### config.mk
export PLATFORM = sky130hd
export DESIGN_NAME = gptc_top
export DESIGN_NICKNAME = d
export VERILOG_FILES = /design/src/inc/gptc_pkg.sv /design/src/design/gptc_edge_detect.sv /design/src/design/gptc_pwm.sv /design/src/design/gptc_top.sv
export SDC_FILE = /design/constraint.sdc
export NUM_CORES = 1
export LEC_CHECK = 0
export BUFFER_PORTS_ARGS = -buffer_cell sky130_fd_sc_hd__buf_4
export CORE_UTILIZATION = 44
export CTS_CLUSTER_DIAMETER = 40
export CTS_CLUSTER_SIZE = 20
export DETAILED_ROUTE_END_ITERATION = 8
export PLACE_DENSITY = 0.78
export SLEW_MARGIN = 20
export SYNTH_ARGS = -nofsm -noshare
export SYNTH_HDL_FRONTEND = slang
export SYNTH_SLANG_ARGS = --single-unit
### constraint.sdc
create_clock -name pclk -period 2.32 [get_ports pclk]
set_clock_uncertainty 0.05 [all_clocks]
set_input_delay 0.464 -clock pclk [delete_from_list [all_inputs] [get_ports pclk]]
set_output_delay 0.464 -clock pclk [all_outputs]
set_load 0.01 [all_outputs]
### src/inc/gptc_pkg.sv
// Shared constants of the timer control block
package gptc_pkg;

	// Register byte offsets on the APB
	localparam logic [7:0] OFS_CTRL = 8'h00;
	localparam logic [7:0] OFS_CFG = 8'h04;
	localparam logic [7:0] OFS_A_PERIOD = 8'h08;
	localparam logic [7:0] OFS_A_MATCH = 8'h0c;
	localparam logic [7:0] OFS_B_COUNT = 8'h10;
	localparam logic [7:0] OFS_B_CAPTURE = 8'h14;
	localparam logic [7:0] OFS_STATUS = 8'h18;

	// Control register field positions
	localparam int CTRL_A_RUN_BIT = 0;
	localparam int CTRL_A_TRIG_BIT = 5;
	localparam int CTRL_A_INVERT_BIT = 6;
	localparam int CTRL_RESERVED_BIT = 7;
	localparam int CTRL_B_RUN_BIT = 8;
	localparam int CTRL_B_STALL_BIT = 9;
	localparam int CTRL_B_EDGE_LSB = 10;
	localparam int CTRL_B_EDGE_MSB = 11;

	// Configuration register field positions
	localparam int CFG_B_CAPTURE_BIT = 0;

	// Status register field positions
	localparam int STAT_B_RUNNING_BIT = 0;
	localparam int STAT_B_STALLED_BIT = 1;
	localparam int STAT_B_CAPTURED_BIT = 2;

	// Values after reset
	localparam logic [1:0] EDGE_RESET = 2'h0;
	localparam logic [15:0] A_PERIOD_RESET = 16'hffff;
	localparam logic [15:0] A_MATCH_RESET = 16'h0000;

	// Capture edge select codes
	localparam logic [1:0] EDGE_RISING = 2'h0;
	localparam logic [1:0] EDGE_FALLING = 2'h1;
	localparam logic [1:0] EDGE_RESERVED = 2'h2;
	localparam logic [1:0] EDGE_BOTH = 2'h3;

	// Counter widths
	localparam int COUNT_W = 16;

endpackage

### src/design/gptc_edge_detect.sv
`timescale 1ns/100ps
// Synchronises the capture pin and flags the selected edge
module gptc_edge_detect (
	// Clock and reset
	input wire logic pclk,
	input wire logic presetn,
	// Pin and selection
	input wire logic pin_in,
	input wire logic [1:0] edge_sel,
	// Result
	output logic edge_hit
);

	logic sync1_q;
	logic sync2_q;
	logic last_q;
	logic rise;
	logic fall;

	// Two flops before any logic sees the pin
	always_ff @(posedge pclk or negedge presetn) begin
		if (!presetn) begin
			sync1_q <= 1'b0;
			sync2_q <= 1'b0;
			last_q <= 1'b0;
		end else begin
			sync1_q <= pin_in;
			sync2_q <= sync1_q;
			last_q <= sync2_q;
		end
	end

	// Edge decode; the reserved code never fires
	assign rise = sync2_q & ~last_q;
	assign fall = ~sync2_q & last_q;
	assign edge_hit = (edge_sel == gptc_pkg::EDGE_RISING) ? rise : // (RULE5)
		(edge_sel == gptc_pkg::EDGE_FALLING) ? fall :
		(edge_sel == gptc_pkg::EDGE_BOTH) ? (rise | fall) : 1'b0;

endmodule // gptc_edge_detect

### src/design/gptc_pwm.sv
`timescale 1ns/100ps
// Free-running wave generator for the first timer half
module gptc_pwm #(
	parameter int W = 16
) (
	// Clock and reset
	input wire logic pclk,
	input wire logic presetn,
	// Control
	input wire logic run,
	input wire logic [W-1:0] period,
	input wire logic [W-1:0] match,
	// Raw wave, before any inversion
	output logic wave
);

	logic [W-1:0] count_q;
	logic [W-1:0] count_d;
	logic wrap;

	// Wrap at the period so a shrunken period takes effect at once
	assign wrap = (count_q >= period);
	assign count_d = wrap ? '0 : count_q + 1'b1;
	assign wave = run & (count_q < match);

	// Counter holds while halted so restart resumes the cycle
	always_ff @(posedge pclk or negedge presetn) begin
		if (!presetn) begin
			count_q <= '0;
		end else if (run) begin
			count_q <= count_d;
		end
	end

endmodule // gptc_pwm

### src/design/gptc_top.sv
`timescale 1ns/100ps
// Functional notes
// (RULE1) Bit 9: stall enable, R/W, resets zero
// (RULE2) Bit 8: run enable, starts count or capture
// (RULE3) Bit 7: reserved, always reads zero
// (RULE4) Bit 6: invert wave output, resets zero
// (RULE5) Bits 11:10 select capture edge, reset zero
module gptc_top #(
	parameter int COUNT_W = gptc_pkg::COUNT_W
) (
	// APB slave
	input wire logic pclk,
	input wire logic presetn,
	input wire logic psel,
	input wire logic penable,
	input wire logic pwrite,
	input wire logic [31:0] paddr,
	input wire logic [31:0] pwdata,
	output logic [31:0] prdata,
	output logic pready,
	output logic pslverr,
	// Debug halt request from the processor, same clock
	input wire logic debug_halt,
	// Capture pin, asynchronous
	input wire logic capture_pin,
	// Timer outputs
	output logic wave_out,
	output logic second_half_running
);

	// Control and configuration state
	logic first_half_run_q;
	logic first_half_output_trigger_enable_q;
	logic first_half_wave_output_invert_q;
	logic second_half_run_enable_q;
	logic second_half_stall_enable_q;
	logic [1:0] second_half_capture_edge_select_q;
	logic capture_mode_q;
	logic [COUNT_W-1:0] a_period_q;
	logic [COUNT_W-1:0] a_match_q;

	// Timer B datapath state
	logic [COUNT_W-1:0] b_count_q;
	logic [COUNT_W-1:0] b_capture_q;
	logic b_captured_q;

	// Bus outputs
	logic [31:0] prdata_q;
	logic pready_q;
	logic pslverr_q;
	logic wave_out_q;
	logic running_q;

	// Decode wires
	logic [7:0] addr;
	logic setup;
	logic wr_done;
	logic rd_done;
	logic hit_ctrl;
	logic hit_cfg;
	logic hit_period;
	logic hit_match;
	logic hit_count;
	logic hit_capture;
	logic hit_status;
	logic mapped;
	logic [31:0] ctrl_word;
	logic [31:0] cfg_word;
	logic [31:0] status_word;
	logic [31:0] rd_mux;

	// Timer B control wires
	logic b_stalled;
	logic b_active;
	logic b_edge;
	logic b_capture_event;
	logic wave_raw;

	// Address decode on the low byte; upper address bits must be zero
	// Aliases above the low byte answer with an error, not a mirror
	assign addr = paddr[7:0];
	assign hit_ctrl = (paddr[31:8] == 24'h000000) && (addr == gptc_pkg::OFS_CTRL);
	assign hit_cfg = (paddr[31:8] == 24'h000000) && (addr == gptc_pkg::OFS_CFG);
	assign hit_period = (paddr[31:8] == 24'h000000) && (addr == gptc_pkg::OFS_A_PERIOD);
	assign hit_match = (paddr[31:8] == 24'h000000) && (addr == gptc_pkg::OFS_A_MATCH);
	assign hit_count = (paddr[31:8] == 24'h000000) && (addr == gptc_pkg::OFS_B_COUNT);
	assign hit_capture = (paddr[31:8] == 24'h000000) && (addr == gptc_pkg::OFS_B_CAPTURE);
	assign hit_status = (paddr[31:8] == 24'h000000) && (addr == gptc_pkg::OFS_STATUS);
	assign mapped = hit_ctrl | hit_cfg | hit_period | hit_match | hit_count | hit_capture | hit_status;

	// A write lands only at the completing edge, never in setup
	// Errored transfers leave every register untouched
	// Phase qualifiers; no wait state, answer ready in the first access cycle
	assign setup = psel & ~penable;
	assign wr_done = psel & penable & pready_q & pwrite & ~pslverr_q;
	assign rd_done = psel & penable & pready_q & ~pwrite;

	// Control word as software sees it
	always_comb begin
		ctrl_word = 32'h00000000;
		ctrl_word[gptc_pkg::CTRL_A_RUN_BIT] = first_half_run_q;
		ctrl_word[gptc_pkg::CTRL_A_TRIG_BIT] = first_half_output_trigger_enable_q;
		ctrl_word[gptc_pkg::CTRL_A_INVERT_BIT] = first_half_wave_output_invert_q; // (RULE4)
		ctrl_word[gptc_pkg::CTRL_RESERVED_BIT] = 1'b0; // (RULE3)
		ctrl_word[gptc_pkg::CTRL_B_RUN_BIT] = second_half_run_enable_q; // (RULE2)
		ctrl_word[gptc_pkg::CTRL_B_STALL_BIT] = second_half_stall_enable_q; // (RULE1)
		ctrl_word[gptc_pkg::CTRL_B_EDGE_MSB:gptc_pkg::CTRL_B_EDGE_LSB] = second_half_capture_edge_select_q; // (RULE5)
	end

	// Configuration and status words
	always_comb begin
		cfg_word = 32'h00000000;
		cfg_word[gptc_pkg::CFG_B_CAPTURE_BIT] = capture_mode_q;
		status_word = 32'h00000000;
		status_word[gptc_pkg::STAT_B_RUNNING_BIT] = running_q;
		status_word[gptc_pkg::STAT_B_STALLED_BIT] = b_stalled;
		status_word[gptc_pkg::STAT_B_CAPTURED_BIT] = b_captured_q;
	end

	// Read selection; unmapped reads return zero with an error
	// Count and capture words are zero-extended to the bus width
	assign rd_mux = hit_ctrl ? ctrl_word :
		hit_cfg ? cfg_word :
		hit_period ? {{(32-COUNT_W){1'b0}}, a_period_q} :
		hit_match ? {{(32-COUNT_W){1'b0}}, a_match_q} :
		hit_count ? {{(32-COUNT_W){1'b0}}, b_count_q} :
		hit_capture ? {{(32-COUNT_W){1'b0}}, b_capture_q} :
		hit_status ? status_word : 32'h00000000;

	// Bus answer registers, loaded in the setup cycle
	always_ff @(posedge pclk or negedge presetn) begin
		if (!presetn) begin
			pready_q <= 1'b0;
			pslverr_q <= 1'b0;
			prdata_q <= 32'h00000000;
		end else begin
			pready_q <= setup;
			pslverr_q <= setup & ~mapped;
			if (setup && !pwrite) begin
				prdata_q <= rd_mux;
			end
		end
	end

	// Control register; reserved bit has no storage at all
	// Trigger enable is stored only; nothing downstream reads it yet
	always_ff @(posedge pclk or negedge presetn) begin
		if (!presetn) begin
			first_half_run_q <= 1'b0;
			first_half_output_trigger_enable_q <= 1'b0;
			first_half_wave_output_invert_q <= 1'b0; // (RULE4)
			second_half_run_enable_q <= 1'b0; // (RULE2)
			second_half_stall_enable_q <= 1'b0; // (RULE1)
			second_half_capture_edge_select_q <= gptc_pkg::EDGE_RESET; // (RULE5)
		end else if (wr_done && hit_ctrl) begin
			first_half_run_q <= pwdata[gptc_pkg::CTRL_A_RUN_BIT];
			first_half_output_trigger_enable_q <= pwdata[gptc_pkg::CTRL_A_TRIG_BIT];
			first_half_wave_output_invert_q <= pwdata[gptc_pkg::CTRL_A_INVERT_BIT]; // (RULE4)
			second_half_run_enable_q <= pwdata[gptc_pkg::CTRL_B_RUN_BIT]; // (RULE2)
			second_half_stall_enable_q <= pwdata[gptc_pkg::CTRL_B_STALL_BIT]; // (RULE1)
			second_half_capture_edge_select_q <=
				pwdata[gptc_pkg::CTRL_B_EDGE_MSB:gptc_pkg::CTRL_B_EDGE_LSB]; // (RULE5)
		end
	end

	// Configuration and wave registers
	always_ff @(posedge pclk or negedge presetn) begin
		if (!presetn) begin
			capture_mode_q <= 1'b0;
			a_period_q <= gptc_pkg::A_PERIOD_RESET;
			a_match_q <= gptc_pkg::A_MATCH_RESET;
		end else begin
			if (wr_done && hit_cfg) begin
				capture_mode_q <= pwdata[gptc_pkg::CFG_B_CAPTURE_BIT];
			end
			if (wr_done && hit_period) begin
				a_period_q <= pwdata[COUNT_W-1:0];
			end
			if (wr_done && hit_match) begin
				a_match_q <= pwdata[COUNT_W-1:0];
			end
		end
	end

	// Stall only when both software allows it and debug asks for it
	// Stall freezes counting but not register access, so a debugger can look
	assign b_stalled = second_half_stall_enable_q & debug_halt; // (RULE1)
	assign b_active = second_half_run_enable_q & ~b_stalled; // (RULE2)
	assign b_capture_event = b_active & capture_mode_q & b_edge; // (RULE2)

	// Capture pin edge detector
	gptc_edge_detect u_edge (
		.pclk(pclk),
		.presetn(presetn),
		.pin_in(capture_pin),
		.edge_sel(second_half_capture_edge_select_q),
		.edge_hit(b_edge)
	);

	// Timer B counts in both modes; capture mode snapshots on edges
	// Count wraps silently at the top of its width
	always_ff @(posedge pclk or negedge presetn) begin
		if (!presetn) begin
			b_count_q <= '0;
			b_capture_q <= '0;
		end else begin
			if (b_active) begin
				b_count_q <= b_count_q + 1'b1; // (RULE2)
			end
			if (b_capture_event) begin
				b_capture_q <= b_count_q;
			end
		end
	end

	// Captured flag: a new capture wins over a clearing read
	// Set wins so a capture in the clearing cycle stays visible
	always_ff @(posedge pclk or negedge presetn) begin
		if (!presetn) begin
			b_captured_q <= 1'b0;
		end else if (b_capture_event) begin
			b_captured_q <= 1'b1;
		end else if (rd_done && hit_capture) begin
			b_captured_q <= 1'b0;
		end
	end

	// Timer A wave generator
	// A shorter period written at or below the current count wraps on the next clock
	gptc_pwm #(
		.W(COUNT_W)
	) u_pwm (
		.pclk(pclk),
		.presetn(presetn),
		.run(first_half_run_q),
		.period(a_period_q),
		.match(a_match_q),
		.wave(wave_raw)
	);

	// Registered outputs; inversion applied last so it covers idle level too
	// One cycle of latency keeps both pins free of decode glitches
	always_ff @(posedge pclk or negedge presetn) begin
		if (!presetn) begin
			wave_out_q <= 1'b0;
			running_q <= 1'b0;
		end else begin
			wave_out_q <= wave_raw ^ first_half_wave_output_invert_q; // (RULE4)
			running_q <= b_active;
		end
	end

	assign prdata = prdata_q;
	assign pready = pready_q;
	assign pslverr = pslverr_q;
	assign wave_out = wave_out_q;
	assign second_half_running = running_q;

endmodule // gptc_top

==> report_table.html, run 1 <==
<table>
<tr><th>Metric</th><th>Value</th></tr>
<tr><th colspan="2">Finish</th></tr>
<tr><td>Count of filler cells inserted in the layout</td><td>1124</td></tr>
<tr><td>P&amp;R area growth vs syn</td><td>21.2%</td></tr>
<tr><td>Share of cells above drive strength 1</td><td>34.1%</td></tr>
<tr><td>Antenna Diode Count</td><td>0</td></tr>
<tr><td>Net count, final</td><td>737</td></tr>
<tr><th colspan="2">Synthesis</th></tr>
<tr><td>Post-synthesis sequential area ratio</td><td>46.6%</td></tr>
<tr><td>Share of async-settable or async-resettable flops after synthesis</td><td>100%</td></tr>
<tr><td>Number of synthesized flops with an enable pin</td><td>0</td></tr>
<tr><td>Yosys top cell area share</td><td>39.6%</td></tr>
<tr><td>Top cell type by total area after synthesis</td><td>sky130_fd_sc_hd__dfrtp_1</td></tr>
<tr><td>Avg Synthesized Cell Area</td><td>11.4 um2</td></tr>
<tr><td>Synth Cell Area</td><td>0.00606 mm2</td></tr>
<tr><td>Top FF cell, synth</td><td>sky130_fd_sc_hd__dfrtp_1</td></tr>
<tr><td>Yosys warnings</td><td>0</td></tr>
<tr><td>Syn Inst Count</td><td>532</td></tr>
<tr><td>Top post-synthesis cells by count</td><td>sky130_fd_sc_hd__dfrtp_1 (96), sky130_fd_sc_hd__mux2_2 (58), sky130_fd_sc_hd__inv_1 (37)</td></tr>
<tr><td>Top cells by area, synth</td><td>sky130_fd_sc_hd__dfrtp_1 (40%), sky130_fd_sc_hd__mux2_2 (11%), sky130_fd_sc_hd__ha_1 (7.2%)</td></tr>
<tr><td>Most frequent cell after synthesis</td><td>sky130_fd_sc_hd__dfrtp_1</td></tr>
<tr><td>Flip-flop and latch count after synthesis</td><td>112</td></tr>
<tr><td>Distinct cells, synth</td><td>55</td></tr>
<tr><th colspan="2">Critical path</th></tr>
<tr><td>R2R Path Start</td><td>a_period_q[5]</td></tr>
<tr><td>Category of the critical setup timing path</td><td>flip-flop to flip-flop</td></tr>
<tr><td>Data required time of the worst path</td><td>2.57 ns</td></tr>
<tr><td>Data arrival time of the worst path</td><td>2.54 ns</td></tr>
<tr><td>Worst reg-to-reg path cell count</td><td>9</td></tr>
<tr><td>Library cell contributing the largest single delay on the critical path</td><td>sky130_fd_sc_hd__dfstp_2</td></tr>
<tr><td>Reg2Reg Setup Slack</td><td>0.03 ns</td></tr>
<tr><td>Maximum fanout along the worst path</td><td>5</td></tr>
<tr><td>Kind of cell adding the most delay to the critical path</td><td>compound AO/OA/AOI/OAI gates</td></tr>
<tr><td>Longest individual stage delay on the worst path</td><td>0.54 ns</td></tr>
<tr><td>Worst flop-to-flop path endpoint</td><td>u_pwm.count_q[2]</td></tr>
<tr><td>Nature of the critical path endpoint</td><td>flip-flop</td></tr>
<tr><td>Critical Path, Cell by Cell</td><td>inv_2 &gt; ha_4 &gt; a2111o_1 &gt; a31oi_1 &gt; o21ai_1 &gt; a211o_1 &gt; buf_6 &gt; nor2_4 &gt; a22o_1</td></tr>
<tr><td>Critical path buffers and inverters</td><td>2</td></tr>
<tr><td>Element type at the critical path start</td><td>flip-flop</td></tr>
<tr><th colspan="2">Pwr</th></tr>
<tr><td>Leakage power summed over all cells</td><td>3.57 nW</td></tr>
<tr><td>Worst VDD drop</td><td>362 uV</td></tr>
<tr><td>Final Power</td><td>0.00389 W</td></tr>
<tr><td>Pwr Density</td><td>529 mW/mm2</td></tr>
<tr><th colspan="2">Route</th></tr>
<tr><td>Remaining design rule violation count</td><td>0</td></tr>
<tr><td>Via total after detailed routing</td><td>4502</td></tr>
<tr><td>Total wire length</td><td>14600 um</td></tr>
<tr><td>Post-DR wirelength/cell</td><td>18.0 um</td></tr>
<tr><td>Post-DRT Antenna Nets</td><td>0</td></tr>
<tr><td>Ratio of routed vias to standard cells</td><td>5.54</td></tr>
<tr><td>Number of design-rule violations left by the first detailed-router iteration</td><td>274</td></tr>
<tr><td>Pre-antenna DRT Iters</td><td>4</td></tr>
<tr><th colspan="2">Run</th></tr>
<tr><td>Max_cap viols</td><td>0</td></tr>
<tr><th colspan="2">Clocking</th></tr>
<tr><td>CTS Hold Bufs</td><td>0</td></tr>
<tr><td>TritonCTS clock tree</td><td>yes</td></tr>
<tr><td>Clock sinks</td><td>112</td></tr>
<tr><td>Total clock buffers created by CTS</td><td>9</td></tr>
<tr><td>Clock tree buffer depth</td><td>2</td></tr>
<tr><td>Master cell of the clock root buffer</td><td>sky130_fd_sc_hd__clkbuf_16</td></tr>
<tr><td>Later-pin clock latency in the skew report</td><td>0.36 ns</td></tr>
<tr><td>CTS clk-pin slew, worst paths</td><td>0.07 ns</td></tr>
<tr><td>H-tree Lvls</td><td>3</td></tr>
<tr><th colspan="2">Die</th></tr>
<tr><td>Core area</td><td>0.0133 mm2</td></tr>
<tr><td>Starting Density</td><td>45.4%</td></tr>
<tr><td>Die height</td><td>119 um</td></tr>
<tr><td>Row count</td><td>42</td></tr>
<tr><td>Die Width</td><td>119 um</td></tr>
<tr><td>Die Outline Area</td><td>0.0143 mm2</td></tr>
<tr><td>Ports</td><td>107</td></tr>
<tr><th colspan="2">Global route</th></tr>
<tr><td>Number of antenna violations at the first check in global routing</td><td>0</td></tr>
<tr><td>Number of global-route vias before repair</td><td>4582</td></tr>
<tr><td>Total GRT Usage</td><td>21.5%</td></tr>
<tr><td>Maximum number of pins on one net before global-route repair</td><td>54</td></tr>
<tr><td>Global route total overflow</td><td>0</td></tr>
<tr><td>Wire length of the first global-routing pass</td><td>23400 um</td></tr>
<tr><th colspan="2">STA</th></tr>
<tr><td>Setup repair after global routing missed its margin</td><td>true</td></tr>
<tr><td>Slew at the pin closest to its max-slew limit</td><td>0.564 ns</td></tr>
<tr><td>Setup violators final</td><td>0</td></tr>
<tr><td>Max-slew violations</td><td>0</td></tr>
<tr><td>Maximum achievable frequency</td><td>0.437 GHz</td></tr>
<tr><td>Period utilisation layout</td><td>98.7%</td></tr>
<tr><td>Post-layout worst setup margin</td><td>0.0298 ns</td></tr>
<tr><td>Worst-case headroom to the max-slew limit</td><td>61.4%</td></tr>
<tr><td>Min Clock Period, post-route</td><td>2.29 ns</td></tr>
<tr><td>Hold Violations, Final</td><td>0</td></tr>
<tr><th colspan="2">Worst hold path</th></tr>
<tr><td>Path class of the lowest-slack min-delay path</td><td>input port to asynchronous set/reset pin</td></tr>
<tr><th colspan="2">Place</th></tr>
<tr><td>Place WS</td><td>-0.212 ns</td></tr>
<tr><td>IO buf count</td><td>74</td></tr>
<tr><td>Routability Congestion</td><td>0.861</td></tr>
<tr><td>Half-perimeter wire length after detailed placement</td><td>10700 um</td></tr>
<tr><th colspan="2">Run status</th></tr>
<tr><td>Result of the run</td><td>finished clean</td></tr>
</table>
area by class of cell:
| type | instances | area (um2) | share of cell area (%) |
|---|---|---|---|
| Multi-Input combinational cell | 366 | 3000 | 40.8 |
| Sequential cell | 112 | 2820 | 38.4 |
| Inverter | 38 | 143 | 1.94 |
| Tap cell | 176 | 220 | 3.00 |
| Clock buffer | 9 | 225 | 3.07 |
| Clock inverter | 7 | 104 | 1.41 |
| Timing Repair Buffer | 104 | 835 | 11.4 |
metal layers:
layer	share of wire [%]	wire, um	up-vias	global-route usage, %
li1	-	-	2062	-
met1	42	6190	2272	27.3
met2	49	7140	144	35.0
met3	6.1	885	24	5.80
met4	2.7	395	0	7.97
met5	0	0	-	0
how the worst max path moves through the flow:
| stage | start | endpoint | cells past startpoint |
|---|---|---|---|
| after detailed placement | paddr[28] | prdata[9] | 6 |
| after global placement | paddr[28] | prdata[5] | 6 |
| after global routing | a_period_q[5] | u_pwm.count_q[2] | 9 |
| final | a_period_q[5] | u_pwm.count_q[2] | 9 |
| after CTS | a_period_q[5] | u_pwm.count_q[2] | 9 |
| after floorplan | a_period_q[5] | u_pwm.count_q[10] | 9 |
report_power, final:
part	total, W	switching (W)	leakage [nW]	internal (W)
Sequential	0.00196	0.00000531	1.50	0.00196
Clock	0.00171	0.000745	0.159	0.000962
Combinational	0.000218	0.000125	1.91	0.0000930
Total	0.00389	0.000876	3.57	0.00301
state kept, by name (all words and copies together), names as in the netlist, 2 cells and up:
name / flops
prdata: 16
a_period_q: 16
u_pwm.count_q: 16
b_count_q: 16
second_half_capture_edge_select_q: 2
b_capture_q: 16
a_match_q: 16
cell usage in the layout, fill, tap and decap left out, types with 4 or more instances in the layout:
cell	instances
sky130_fd_sc_hd__nor2b_1	5
sky130_fd_sc_hd__nand3_1	21
sky130_fd_sc_hd__nor4_1	4
sky130_fd_sc_hd__dfstp_2	16
sky130_fd_sc_hd__and3_1	7
sky130_fd_sc_hd__xor2_1	11
sky130_fd_sc_hd__a21o_1	10
sky130_fd_sc_hd__buf_4	99
sky130_fd_sc_hd__mux2_2	57
sky130_fd_sc_hd__dfrtp_1	96
sky130_fd_sc_hd__a22o_1	13
sky130_fd_sc_hd__clkbuf_16	9
sky130_fd_sc_hd__buf_12	4
sky130_fd_sc_hd__conb_1	16
sky130_fd_sc_hd__o21ai_0	12
sky130_fd_sc_hd__nor2_1	22
sky130_fd_sc_hd__mux2i_1	21
sky130_fd_sc_hd__nand2_1	30
sky130_fd_sc_hd__xnor2_1	16
sky130_fd_sc_hd__a21oi_1	14
sky130_fd_sc_hd__o22ai_1	10
sky130_fd_sc_hd__inv_1	35
sky130_fd_sc_hd__nand4_1	11
sky130_fd_sc_hd__ha_1	32
sky130_fd_sc_hd__nand2b_1	6
stage by stage:
step                setup TNS, ns  cells  utilization [%]  hold WS (ns)  cell area [um2]
global route              -0.0974    812             55.0        0.0295             7350
floorplan                       0    547                -         0.118             6120
global placement            -1.83    795             52.0         0.289             6950
finish                          0    812             55.0      0.000715             7350
CTS                       -0.0107    811             54.6       0.00970             7290
detailed placement          -4.70    795             52.0         0.299             6950
cells by family after synthesis:
logic type	Yosys count	share of synthesized area (%)
simple gates	126	11.6
fa+ha+maj	35	7.22
xor+xnor	27	3.90
compound gates	79	8.89
other cells	1	0.0618
mux	83	15.8
flops	112	46.6
buf+inv	69	5.92
timing repair:
item | in CTS | in global routing
pin swaps | 0 | 5
resized for setup | 7 | 9
setup buffers | 0 | 1
endpoints found under the setup margin | 14 | 16
hold endpoints to repair | 0 | 0
Power figures use the tool's default switching activity.
==> run 2: changes to the inputs <==
--- a/config.mk
+++ b/config.mk
@@ -6,11 +6,11 @@
 export NUM_CORES = 1
 export LEC_CHECK = 0
 export BUFFER_PORTS_ARGS = -buffer_cell sky130_fd_sc_hd__buf_4
-export CORE_UTILIZATION = 44
+export CORE_UTILIZATION = 45
 export CTS_CLUSTER_DIAMETER = 40
 export CTS_CLUSTER_SIZE = 20
 export DETAILED_ROUTE_END_ITERATION = 8
-export PLACE_DENSITY = 0.78
+export PLACE_DENSITY = 0.79
 export SLEW_MARGIN = 20
 export SYNTH_ARGS = -nofsm -noshare
 export SYNTH_HDL_FRONTEND = slang
==> constraint.sdc (replaced) <==
create_clock -name pclk -period 2.32 [get_ports pclk]
set_clock_uncertainty 0.05 [all_clocks]
set_input_delay 0.348 -clock pclk [delete_from_list [all_inputs] [get_ports pclk]]
set_output_delay 0.348 -clock pclk [all_outputs]
set_load 0.01 [all_outputs]
==> run 2 against run 1 <==
Sequential share of layout area increased by 0.27 points. Utilization increased by 0.27 points. Wire length decreased by 1.2%. Critical path depth unchanged. Register-to-register slack about the same. Largest power group unchanged.
==> report_table.html, run 2 (synthesized netlist as in run 1, its figures left out) <==
<table>
<tr><th>Metric</th><th>Value</th></tr>
<tr><th colspan="2">Place</th></tr>
<tr><td>IO buf count</td><td>74</td></tr>
<tr><td>Routability Congestion</td><td>0.858</td></tr>
<tr><td>Half-perimeter wire length after detailed placement</td><td>10700 um</td></tr>
<tr><td>Placed Instances</td><td>789</td></tr>
<tr><td>Place WS</td><td>-0.0861 ns</td></tr>
<tr><th colspan="2">Run status</th></tr>
<tr><td>Result of the run</td><td>finished clean</td></tr>
<tr><th colspan="2">Critical path</th></tr>
<tr><td>Data required time of the worst path</td><td>2.57 ns</td></tr>
<tr><td>Kind of cell adding the most delay to the critical path</td><td>compound AO/OA/AOI/OAI gates</td></tr>
<tr><td>Category of the critical setup timing path</td><td>flip-flop to flip-flop</td></tr>
<tr><td>Library cell contributing the largest single delay on the critical path</td><td>sky130_fd_sc_hd__dfstp_2</td></tr>
<tr><td>Nature of the critical path endpoint</td><td>flip-flop</td></tr>
<tr><td>Critical Path, Cell by Cell</td><td>inv_2 &gt; ha_4 &gt; a2111o_1 &gt; a31oi_1 &gt; o21ai_1 &gt; a211o_1 &gt; buf_6 &gt; o21ai_2 &gt; a22o_1</td></tr>
<tr><td>Data arrival time of the worst path</td><td>2.53 ns</td></tr>
<tr><td>Critical path buffers and inverters</td><td>2</td></tr>
<tr><td>Maximum fanout along the worst path</td><td>5</td></tr>
<tr><td>Element type at the critical path start</td><td>flip-flop</td></tr>
<tr><td>Longest individual stage delay on the worst path</td><td>0.54 ns</td></tr>
<tr><td>Reg2Reg Setup Slack</td><td>0.04 ns</td></tr>
<tr><th colspan="2">Die</th></tr>
<tr><td>Ports</td><td>107</td></tr>
<tr><td>Core area</td><td>0.0132 mm2</td></tr>
<tr><td>Die Outline Area</td><td>0.0139 mm2</td></tr>
<tr><td>Die Width</td><td>118 um</td></tr>
<tr><td>Row count</td><td>42</td></tr>
<tr><td>Die height</td><td>118 um</td></tr>
<tr><td>Starting Density</td><td>46.0%</td></tr>
<tr><th colspan="2">STA</th></tr>
<tr><td>Max-slew violations</td><td>0</td></tr>
<tr><td>Worst Hold Slack</td><td>0.0433 ns</td></tr>
<tr><td>Total Neg Setup Slack</td><td>0 ns</td></tr>
<tr><td>Worst-case headroom to the max-slew limit</td><td>60.0%</td></tr>
<tr><td>Period utilisation layout</td><td>98.4%</td></tr>
<tr><td>Min Clock Period, post-route</td><td>2.28 ns</td></tr>
<tr><td>Slew at the pin closest to its max-slew limit</td><td>0.600 ns</td></tr>
<tr><td>Hold Violations, Final</td><td>0</td></tr>
<tr><td>Setup violators final</td><td>0</td></tr>
<tr><td>Maximum achievable frequency</td><td>0.438 GHz</td></tr>
<tr><td>Setup repair after global routing missed its margin</td><td>true</td></tr>
<tr><td>Post-layout worst setup margin</td><td>0.0367 ns</td></tr>
<tr><th colspan="2">Finish</th></tr>
<tr><td>Highest-count cells in the layout ignoring fill and taps</td><td>sky130_fd_sc_hd__dfrtp_1 (96), sky130_fd_sc_hd__buf_4 (92), sky130_fd_sc_hd__mux2_2 (58), sky130_fd_sc_hd__inv_1 (36), sky130_fd_sc_hd__ha_1 (34)</td></tr>
<tr><td>Non-filler cells in the finished layout</td><td>807</td></tr>
<tr><td>Count of filler cells inserted in the layout</td><td>1075</td></tr>
<tr><td>Share of cells above drive strength 1</td><td>33.3%</td></tr>
<tr><td>Antenna Diode Count</td><td>0</td></tr>
<tr><td>Net count, final</td><td>732</td></tr>
<tr><td>Most common cell after layout, fill and taps aside</td><td>sky130_fd_sc_hd__dfrtp_1</td></tr>
<tr><td>P&amp;R area growth vs syn</td><td>20.3%</td></tr>
<tr><th colspan="2">Clocking</th></tr>
<tr><td>Master cell of the clock root buffer</td><td>sky130_fd_sc_hd__clkbuf_16</td></tr>
<tr><td>Clock tree buffer depth</td><td>2</td></tr>
<tr><td>Total clock buffers created by CTS</td><td>9</td></tr>
<tr><td>Clock sinks</td><td>112</td></tr>
<tr><td>CTS clk-pin slew, worst paths</td><td>0.07 ns</td></tr>
<tr><td>H-tree Lvls</td><td>3</td></tr>
<tr><td>Later-pin clock latency in the skew report</td><td>0.36 ns</td></tr>
<tr><td>TritonCTS clock tree</td><td>yes</td></tr>
<tr><th colspan="2">Global route</th></tr>
<tr><td>Global route total overflow</td><td>0</td></tr>
<tr><td>Total GRT Usage</td><td>22.0%</td></tr>
<tr><td>Maximum number of pins on one net before global-route repair</td><td>69</td></tr>
<tr><td>Number of antenna violations at the first check in global routing</td><td>0</td></tr>
<tr><td>Wire length of the first global-routing pass</td><td>23700 um</td></tr>
<tr><td>Number of global-route vias before repair</td><td>4677</td></tr>
<tr><th colspan="2">Route</th></tr>
<tr><td>Post-DR wirelength/cell</td><td>17.9 um</td></tr>
<tr><td>Post-DRT Antenna Nets</td><td>0</td></tr>
<tr><td>Remaining design rule violation count</td><td>0</td></tr>
<tr><td>Pre-antenna DRT Iters</td><td>4</td></tr>
<tr><td>Number of design-rule violations left by the first detailed-router iteration</td><td>272</td></tr>
<tr><td>Via total after detailed routing</td><td>4466</td></tr>
<tr><td>Total wire length</td><td>14400 um</td></tr>
<tr><td>Ratio of routed vias to standard cells</td><td>5.53</td></tr>
<tr><th colspan="2">Worst hold path</th></tr>
<tr><td>Path class of the lowest-slack min-delay path</td><td>input port to flip-flop</td></tr>
<tr><th colspan="2">Pwr</th></tr>
<tr><td>Leakage power summed over all cells</td><td>3.54 nW</td></tr>
<tr><td>Worst VDD drop</td><td>493 uV</td></tr>
<tr><td>Pwr Density</td><td>530 mW/mm2</td></tr>
<tr><th colspan="2">Run</th></tr>
<tr><td>Max_cap viols</td><td>0</td></tr>
</table>
[run 2: cell count changes in the layout (fill, tap and decap cells not counted), sizes merged]
cell / before / now
buf: 104 / 98
clkbuf: 9 / 10
clkinvlp: 1 / 0
dlygate4sd3: 0 / 1
[run 2: stage by stage]
step | util (%) | total power, W | area, um2
after detailed placement | 52.4 | 0.00222 | 6910
after floorplan | - | 0.00209 | 6120
after global routing | 55.3 | 0.00398 | 7290
final | 55.3 | 0.00387 | 7290
after global placement | 52.4 | 0.00221 | 6910
after CTS | 55.0 | 0.00389 | 7250
[run 2: timing repair]
action	in CTS	in global routing
setup endpoints to repair	13	13
gates resized for setup	5	9
endpoints found under the hold margin	9	0
buffers inserted	0	1
pin swaps	0	4
hold buffers	1	0
[run 2: worst reg2reg max path: stages (launching register included)]
cell and delay (ns):
sky130_fd_sc_hd__dfstp_2 0.54, sky130_fd_sc_hd__inv_2 0.04, sky130_fd_sc_hd__ha_4 0.21, sky130_fd_sc_hd__a2111o_1 0.40
sky130_fd_sc_hd__a31oi_1 0.14, sky130_fd_sc_hd__o21ai_1 0.11, sky130_fd_sc_hd__a211o_1 0.35, sky130_fd_sc_hd__buf_6 0.15
sky130_fd_sc_hd__o21ai_2 0.10, sky130_fd_sc_hd__a22o_1 0.13
[run 2: cell type report]
type,instances,area (um2),share of cell area [%]
multi-input combinational,366,2980,40.8
tap,176,220,3.02
sequential,112,2820,38.7
inverter,38,143,1.96
timing repair buffer,99,812,11.1
clock inverter,6,91.3,1.25
clock buffer,10,229,3.14
[run 2: metal layers]
layer	GRT usage [%]	share of wire, %	routed length, um
met2	36.9	50	7140
met1	28.1	43	6200
met3	4.99	5.5	797
met5	0	0	0
met4	7.45	2.0	285
[run 2: path summary, 6_finish.rpt]
path / startpoint / end / cells past startpoint
hold / removal: capture_pin / u_edge.sync1_q / 1
setup / recovery: a_period_q[5] / u_pwm.count_q[2] / 9
setup reg to reg: a_period_q[5] / u_pwm.count_q[2] / 9
max in group asynchronous: presetn / a_period_q[15] / 3
min in group asynchronous: presetn / b_capture_q[10] / 2
hold reg to reg: u_edge.sync1_q / u_edge.sync2_q / 0
[run 2: power breakdown]
group / internal (W) / switching (W)
Sequential: 0.00196 / 0.00000463
Combinational: 0.0000934 / 0.000127
Clock: 0.000955 / 0.000728
Total: 0.00301 / 0.000859
